==> config.mk <==
export PLATFORM = sky130hd
export DESIGN_NAME = kbi_unit
export DESIGN_NICKNAME = d
export VERILOG_FILES = /design/src/pkg/kbi_pkg.sv /design/src/rtl/irq_latch.sv /design/src/rtl/kbi_unit.sv
export SDC_FILE = /design/constraint.sdc
export NUM_CORES = 1
export LEC_CHECK = 0
export CAP_MARGIN = 25
export CORE_MARGIN = 2
export CORE_UTILIZATION = 31
export CTS_CLUSTER_SIZE = 16
export DETAILED_ROUTE_END_ITERATION = 6
export DONT_BUFFER_PORTS = 1
export GPL_ROUTABILITY_DRIVEN = 0
export PLACE_DENSITY = 0.42
export REMOVE_ABC_BUFFERS = 1
export SYNTH_ARGS = -nofsm -noshare
export SYNTH_HDL_FRONTEND = slang
export SYNTH_SLANG_ARGS = --single-unit
==> constraint.sdc <==
create_clock -name pclk -period 1.75 [get_ports pclk]
set_input_delay 0.525 -clock pclk [delete_from_list [all_inputs] [get_ports pclk]]
set_output_delay 0.525 -clock pclk [all_outputs]
set_load 0.01 [all_outputs]
==> src/pkg/kbi_pkg.sv <==
// package for the keypad and external-pin interrupt unit
// assumes an apb slave with 32-bit data, registers in the low byte
`default_nettype none
package kbi_pkg;
    // register indices; byte address is four times the index
    localparam logic [11:0] IDX_STATUS_CTRL = 12'h01a;
    localparam logic [11:0] IDX_PIN_ENABLE  = 12'h01b;
    localparam logic [11:0] ADDR_STATUS_CTRL = {IDX_STATUS_CTRL[9:0], 2'b00};
    localparam logic [11:0] ADDR_PIN_ENABLE  = {IDX_PIN_ENABLE[9:0], 2'b00};
    // field positions in the status and control register
    localparam int BIT_EXT_PENDING = 7;
    localparam int BIT_EXT_ACK     = 6;
    localparam int BIT_EXT_MASK    = 5;
    localparam int BIT_EXT_SENSE   = 4;
    localparam int BIT_KP_PENDING  = 3;
    localparam int BIT_KP_ACK      = 2;
    localparam int BIT_KP_MASK     = 1;
    localparam int BIT_KP_SENSE    = 0;
    // keypad enable field occupies bits 6:1
    localparam int KP_PINS         = 6;
    localparam int KP_EN_LSB       = 1;
    // reset values
    localparam logic [3:0] CTRL_RESET   = 4'h0;
    localparam logic [5:0] KP_EN_RESET  = 6'h00;
    localparam logic [6:0] PIN_IDLE     = 7'h7f;

    // writable control fields of the status and control register
    typedef struct packed {
        logic ext_mask;
        logic ext_sense;
        logic kp_mask;
        logic kp_sense;
    } ctrl_t;
endpackage
`default_nettype wire

==> src/rtl/irq_latch.sv <==
// one interrupt latch with edge or edge-plus-level sensitivity
// assumes low_in is already synchronised to clk
`timescale 1ns/1ps
`default_nettype none
module irq_latch (
    // clock and reset
    input  wire logic clk,
    input  wire logic rst_n,
    // source and control
    input  wire logic low_in,
    input  wire logic sense_sel,
    input  wire logic ack,
    // state
    output logic      pending
);
    logic low_prev_q;
    logic latch_q;
    logic latch_d;
    logic ack_seen_q;
    logic ack_seen_d;
    wire  set_w;
    wire  clr_w;

    // falling edge of the pin; a held low after reset is not an edge
    assign set_w = low_in & ~low_prev_q;
    // edge mode clears at once, level mode also needs the pin back high
    assign clr_w = sense_sel ? ((ack | ack_seen_q) & ~low_in) : ack;
    // set beats clear so an edge during the ack is kept
    assign latch_d    = set_w | (latch_q & ~clr_w);
    assign ack_seen_d = latch_q & sense_sel & low_in & (ack | ack_seen_q) & ~set_w;
    assign pending    = latch_q;

    // low_prev resets high so reset clears a request even with the pin low
    always_ff @(posedge clk or negedge rst_n) begin
        if (!rst_n) begin
            low_prev_q <= 1'b1;
            latch_q    <= 1'b0;
            ack_seen_q <= 1'b0;
        end else begin
            low_prev_q <= low_in;
            latch_q    <= latch_d;
            ack_seen_q <= ack_seen_d;
        end
    end
endmodule
`default_nettype wire

==> src/rtl/kbi_unit.sv <==
// keypad and external-pin interrupt unit with apb register access
// assumes pins are asynchronous; cpu side signals share pclk
`timescale 1ns/1ps
`default_nettype none
module kbi_unit (
    // clock and reset
    input  wire logic        pclk,
    input  wire logic        presetn,
    // apb slave
    input  wire logic        psel,
    input  wire logic        penable,
    input  wire logic        pwrite,
    input  wire logic [11:0] paddr,
    input  wire logic [31:0] pwdata,
    input  wire logic [3:0]  pstrb,
    output logic      [31:0] prdata,
    output logic             pready,
    output logic             pslverr,
    // pins, asynchronous
    input  wire logic        ext_pin_n,
    input  wire logic [5:0]  kp_pin,
    // cpu and port side, on pclk
    input  wire logic        vec_ack_ext,
    input  wire logic        vec_ack_kp,
    input  wire logic        break_active,
    input  wire logic        break_clear_enable,
    input  wire logic [5:0]  port_direction,
    // outputs
    output logic             ext_irq_req,
    output logic             kp_irq_req,
    output logic             wake_req,
    output logic [5:0]       pullup_en,
    output logic [5:0]       pin_oe,
    output logic [5:0]       pin_read_sel
);
    kbi_pkg::ctrl_t ctrl_q;
    kbi_pkg::ctrl_t ctrl_d;
    logic [5:0]  kp_en_q;
    logic [5:0]  kp_en_d;
    logic [6:0]  sync1_q;
    logic [6:0]  sync2_q;
    logic [31:0] prdata_d;
    logic        ext_pending;
    logic        kp_pending;
    logic        ext_irq_d;
    logic        kp_irq_d;

    // bus decode
    wire setup_w   = psel & ~penable;
    wire access_w  = psel & penable & pready;
    wire hit_sc_w  = paddr == kbi_pkg::ADDR_STATUS_CTRL;
    wire hit_en_w  = paddr == kbi_pkg::ADDR_PIN_ENABLE;
    wire wr_lane_w = access_w & pwrite & pstrb[0];
    wire wr_sc_w   = wr_lane_w & hit_sc_w;
    wire wr_en_w   = wr_lane_w & hit_en_w;

    // acks from software are held off during break unless allowed
    wire ack_ok_w  = ~break_active | break_clear_enable;
    wire sw_ack_ext_w = wr_sc_w & pwdata[kbi_pkg::BIT_EXT_ACK] & ack_ok_w;
    wire sw_ack_kp_w  = wr_sc_w & pwdata[kbi_pkg::BIT_KP_ACK] & ack_ok_w;
    wire ack_ext_w    = sw_ack_ext_w | vec_ack_ext;
    wire ack_kp_w     = sw_ack_kp_w | vec_ack_kp;

    // only the control fields are writable, flags and reserved ignored
    assign ctrl_d = wr_sc_w ? kbi_pkg::ctrl_t'{
        ext_mask:  pwdata[kbi_pkg::BIT_EXT_MASK],
        ext_sense: pwdata[kbi_pkg::BIT_EXT_SENSE],
        kp_mask:   pwdata[kbi_pkg::BIT_KP_MASK],
        kp_sense:  pwdata[kbi_pkg::BIT_KP_SENSE]} : ctrl_q;
    assign kp_en_d = wr_en_w ?
        pwdata[kbi_pkg::KP_EN_LSB +: kbi_pkg::KP_PINS] : kp_en_q;

    // synced pin levels; bit 6 is the external pin
    wire       ext_low_w = ~sync2_q[6];
    // any enabled keypad pin low; disabled pins never request
    wire       kp_low_w  = |(~sync2_q[5:0] & kp_en_q);

    // read mux; ack bits and reserved bits read zero
    wire [7:0] sc_rd_w = {ext_pending, 1'b0, ctrl_q.ext_mask, ctrl_q.ext_sense,
                          kp_pending, 1'b0, ctrl_q.kp_mask, ctrl_q.kp_sense};
    wire [7:0] en_rd_w = {1'b0, kp_en_q, 1'b0};
    assign prdata_d = (setup_w & ~pwrite & hit_sc_w) ? {24'h000000, sc_rd_w} :
                      (setup_w & ~pwrite & hit_en_w) ? {24'h000000, en_rd_w} :
                      32'h00000000;

    // cpu requests pass only while unmasked; flags do not look at masks
    assign ext_irq_d = ext_pending & ~ctrl_q.ext_mask;
    assign kp_irq_d  = kp_pending & ~ctrl_q.kp_mask;

    // the two latches share one design
    irq_latch u_ext_latch (
        .clk       (pclk),
        .rst_n     (presetn),
        .low_in    (ext_low_w),
        .sense_sel (ctrl_q.ext_sense),
        .ack       (ack_ext_w),
        .pending   (ext_pending)
    );

    irq_latch u_kp_latch (
        .clk       (pclk),
        .rst_n     (presetn),
        .low_in    (kp_low_w),
        .sense_sel (ctrl_q.kp_sense),
        .ack       (ack_kp_w),
        .pending   (kp_pending)
    );

    // two-stage synchroniser for the pins; idle level is high
    always_ff @(posedge pclk or negedge presetn) begin
        if (!presetn) begin
            sync1_q <= kbi_pkg::PIN_IDLE;
            sync2_q <= kbi_pkg::PIN_IDLE;
        end else begin
            sync1_q <= {ext_pin_n, kp_pin};
            sync2_q <= sync1_q;
        end
    end

    // control registers
    always_ff @(posedge pclk or negedge presetn) begin
        if (!presetn) begin
            ctrl_q  <= kbi_pkg::CTRL_RESET;
            kp_en_q <= kbi_pkg::KP_EN_RESET;
        end else begin
            ctrl_q  <= ctrl_d;
            kp_en_q <= kp_en_d;
        end
    end

    // apb answer registered in setup, so pready rises in the access cycle
    always_ff @(posedge pclk or negedge presetn) begin
        if (!presetn) begin
            prdata  <= 32'h00000000;
            pready  <= 1'b0;
            pslverr <= 1'b0;
        end else begin
            prdata  <= prdata_d;
            pready  <= setup_w;
            pslverr <= setup_w & ~(hit_sc_w | hit_en_w);
        end
    end

    // registered requests and pin controls
    // wake needs pclk running; a stopped clock must be gated by the caller
    always_ff @(posedge pclk or negedge presetn) begin
        if (!presetn) begin
            ext_irq_req  <= 1'b0;
            kp_irq_req   <= 1'b0;
            wake_req     <= 1'b0;
            pullup_en    <= 6'h00;
            pin_oe       <= 6'h00;
            pin_read_sel <= 6'h3f;
        end else begin
            ext_irq_req  <= ext_irq_d;
            kp_irq_req   <= kp_irq_d;
            wake_req     <= ext_irq_d | kp_irq_d;
            pullup_en    <= kp_en_q;
            pin_oe       <= port_direction & ~kp_en_q;
            pin_read_sel <= ~port_direction;
        end
    end
endmodule
`default_nettype wire

==> metrics <==
top-area cell type share of the netlist area 42.1%; Max Fclk 0.605 GHz; Worst R2R Path Depth 5; post-route clock skew 0.00658 ns; synthesized area roughly 0.0023 mm^2; clk sink count 61; Die X 90.5 um; Worst R2R End kp_en_q[4]$_DFFE_PN0P_; P_leak around 0.0012 uW; Setup crit start kind primary input; Critical Path AT 1.87 ns; sw frac roughly 22%; Critical Path End Type flip-flop; top cells by count, synth dfrtp_1, buf_4, dfstp_2; vias post-DR roughly 1200; R2R Path Start pready$_DFF_PN0_; number of library cell types mapped by synthesis 32; post-synthesis sequential area ratio about 67%; reg2reg setup slack roughly 0.19 ns; largest net degree at the start of global routing 40; die outline height 90.5 um; Post-Syn Instances 172; # H-tree levels 3; total power 2800 uW; final non-filler cell total between 200 and 300; Inst Count DP between 200 and 300; starting DRC count in detailed routing a little under 50; Ports 125; # rows 31; cell taking the most area after synthesis dfrtp_1; Core ar. 0.00725 mm^2; async set or reset register ratio after synthesis 100%; clk buf depth 2; DPL Wire Length slightly below 3 mm; CTS tree yes; Clock Latency Late Sink approximately 0.33 ns; postcts setup bufs 0; status finished, final reports clean; period utilization 94.4%; register share of total power 53.5%; RSZ-0062 raised after global routing no; Hold Fails Final Rpt 0; DR WL/cell 14.4 um; diodes inserted 0; first-pass GRT wire length about 6.7 mm; CP Data Required Time 1.96 ns; Power Internal 2190 uW; clock slew at reported path FFs roughly 0.07 ns; dominant synthesized flop cell dfrtp_1; Layout area overhead 12.5%; Initial Util a little under a third; input/output buffers 0; max-slew violations 0; die area 0.00818 mm^2; mean post-synth cell area 13.5 um^2; Finished Core Util 35.9%; drt via density a little over 4; ratio of cells with drive above 1 in the final layout 31.6%; antenna viol nets, final 0; Max-Cap Viols 0; min Tclk post-route 1.65 ns; # DRC 0; fin worst setup slack 0.0971 ns; total congestion overflow 0; Nets 258; First-pass DRT Iterations 4; Final setup viols 0; final wirelength approximately 4.2 mm; synth top area cells dfrtp_1, dfstp_2, buf_4; Post-synth EDFFs 0; most common cell in the netlist dfrtp_1; Setup TNS 0 ns; total CTS buffers 9; initial antenna violation count 0; hold crit path type primary input to async pin; crit path kind primary input to flip-flop; part of the power in the clock network 43.5%; Place WS -0.249 ns; Psw 612 uW; Crit Path Max Fanout 6; Synth Register Bits 61; Gate power share 3.0%; number of global-route vias before repair between 1000 and 1500; YS warnings 0; clk root buf clkbuf_8; Cell Pwr Density 1070 mW/mm^2; total global routing track utilization 11.3%; maximum vdd ir drop 323 uV
## logic make-up (layout without fill, tap and decap cells)
group	Yosys count	after routing	share of synthesized area (%)
flip-flops	61	61	67.1
AND/OR/NAND/NOR	44	44	11.0
buffers and inverters	42	40	11.0
multiplexers	14	14	7.56
AO/OA/AOI/OAI	10	10	3.19
other	1	24	0.162
## how the worst max path moves through the flow
stage,startpoint,to,slack [ns],cells past startpoint
2_1_floorplan,paddr[8],kp_en_q[0]$_DFFE_PN0P_,-0.19,4
6_report,paddr[8],kp_en_q[4]$_DFFE_PN0P_,0.1,5
3_3_place_gp,paddr[8],kp_en_q[2]$_DFFE_PN0P_,-0.17,5
5_1_grt,paddr[8],kp_en_q[3]$_DFFE_PN0P_,0.11,5
3_5_place_dp,paddr[8],kp_en_q[4]$_DFFE_PN0P_,-0.25,5
4_1_cts,paddr[8],kp_en_q[4]$_DFFE_PN0P_,0.11,5
## metal layers
metal / up-vias / routed length (um) / global-route usage [%]
met1: 592 / 1610 / 12.2
met5: - / 0 / 0
met4: 0 / 173 / 8.85
met3: 15 / 238 / 4.51
li1: 548 / - / -
met2: 58 / 2190 / 17.5
## final cells by class
type / instances / area [um^2]
clock buffer: 10 / 138
tap: 99 / 124
inverter: 16 / 60.1
timing repair buffer: 8 / 75.1
clock inverter: 6 / 62.6
multi-input combinational: 92 / 594
sequential: 61 / 1550
fill: 735 / 4650
## state kept, by name (all words and copies together), names as in the netlist, 4 cells and up
name and count:
pin_read_sel 6, ctrl_q 4, sync1_q 7, pullup_en 6, pin_oe 6, prdata 8, kp_en_q 6, sync2_q 7
## power groups by stage
stage	Combinational (uW)	Sequential, uW	Clock, uW
floorplan	50.9	1520	0
global route	96.4	1500	1360
CTS	81.7	1500	1270
detailed placement	57.6	1520	0
finish	83.8	1500	1220
global placement	56.2	1520	0
## worst max-delay path, cell delays in order
cell     delay (ns)
nor4b_2        0.37
nand3_2        0.13
or3_1          0.36
buf_4          0.19
mux2_4         0.30
## placed cells by master (no fill, tap or decap), types with 3 or more instances in the layout
| master | Yosys | routed |
|---|---|---|
| buf_4 | 24 | 6 |
| clkbuf_8 | 0 | 10 |
| clkinvlp_4 | 0 | 3 |
| conb_1 | 1 | 24 |
| dfrtp_1 | 39 | 39 |
| dfstp_2 | 22 | 22 |
| inv_1 | 16 | 16 |
| mux2_2 | 4 | 4 |
| mux2_4 | 6 | 6 |
| mux2i_1 | 4 | 4 |
| nand2_1 | 8 | 8 |
| nor2_1 | 11 | 11 |
| nor2b_1 | 3 | 3 |
| nor3_1 | 4 | 4 |
| nor3b_1 | 3 | 3 |
| o22ai_1 | 4 | 4 |
| o31ai_1 | 3 | 3 |
## repair_timing
action                                 4_1_cts  5_1_grt
resized for setup                            0        0
endpoints found under the hold margin       39        3
hold buffers                                 1        1
## per-stage QoR
| stage | hold WS (ns) | area, um^2 |
|---|---|---|
| detailed placement | 0.231 | 2380 |
| CTS | 0.00792 | 2600 |
| floorplan | 0.229 | 2210 |
| global placement | 0.231 | 2380 |
| global route | 0.00196 | 2610 |
| finish | 0.0251 | 2610 |
(Power assumes the default switching activity.)
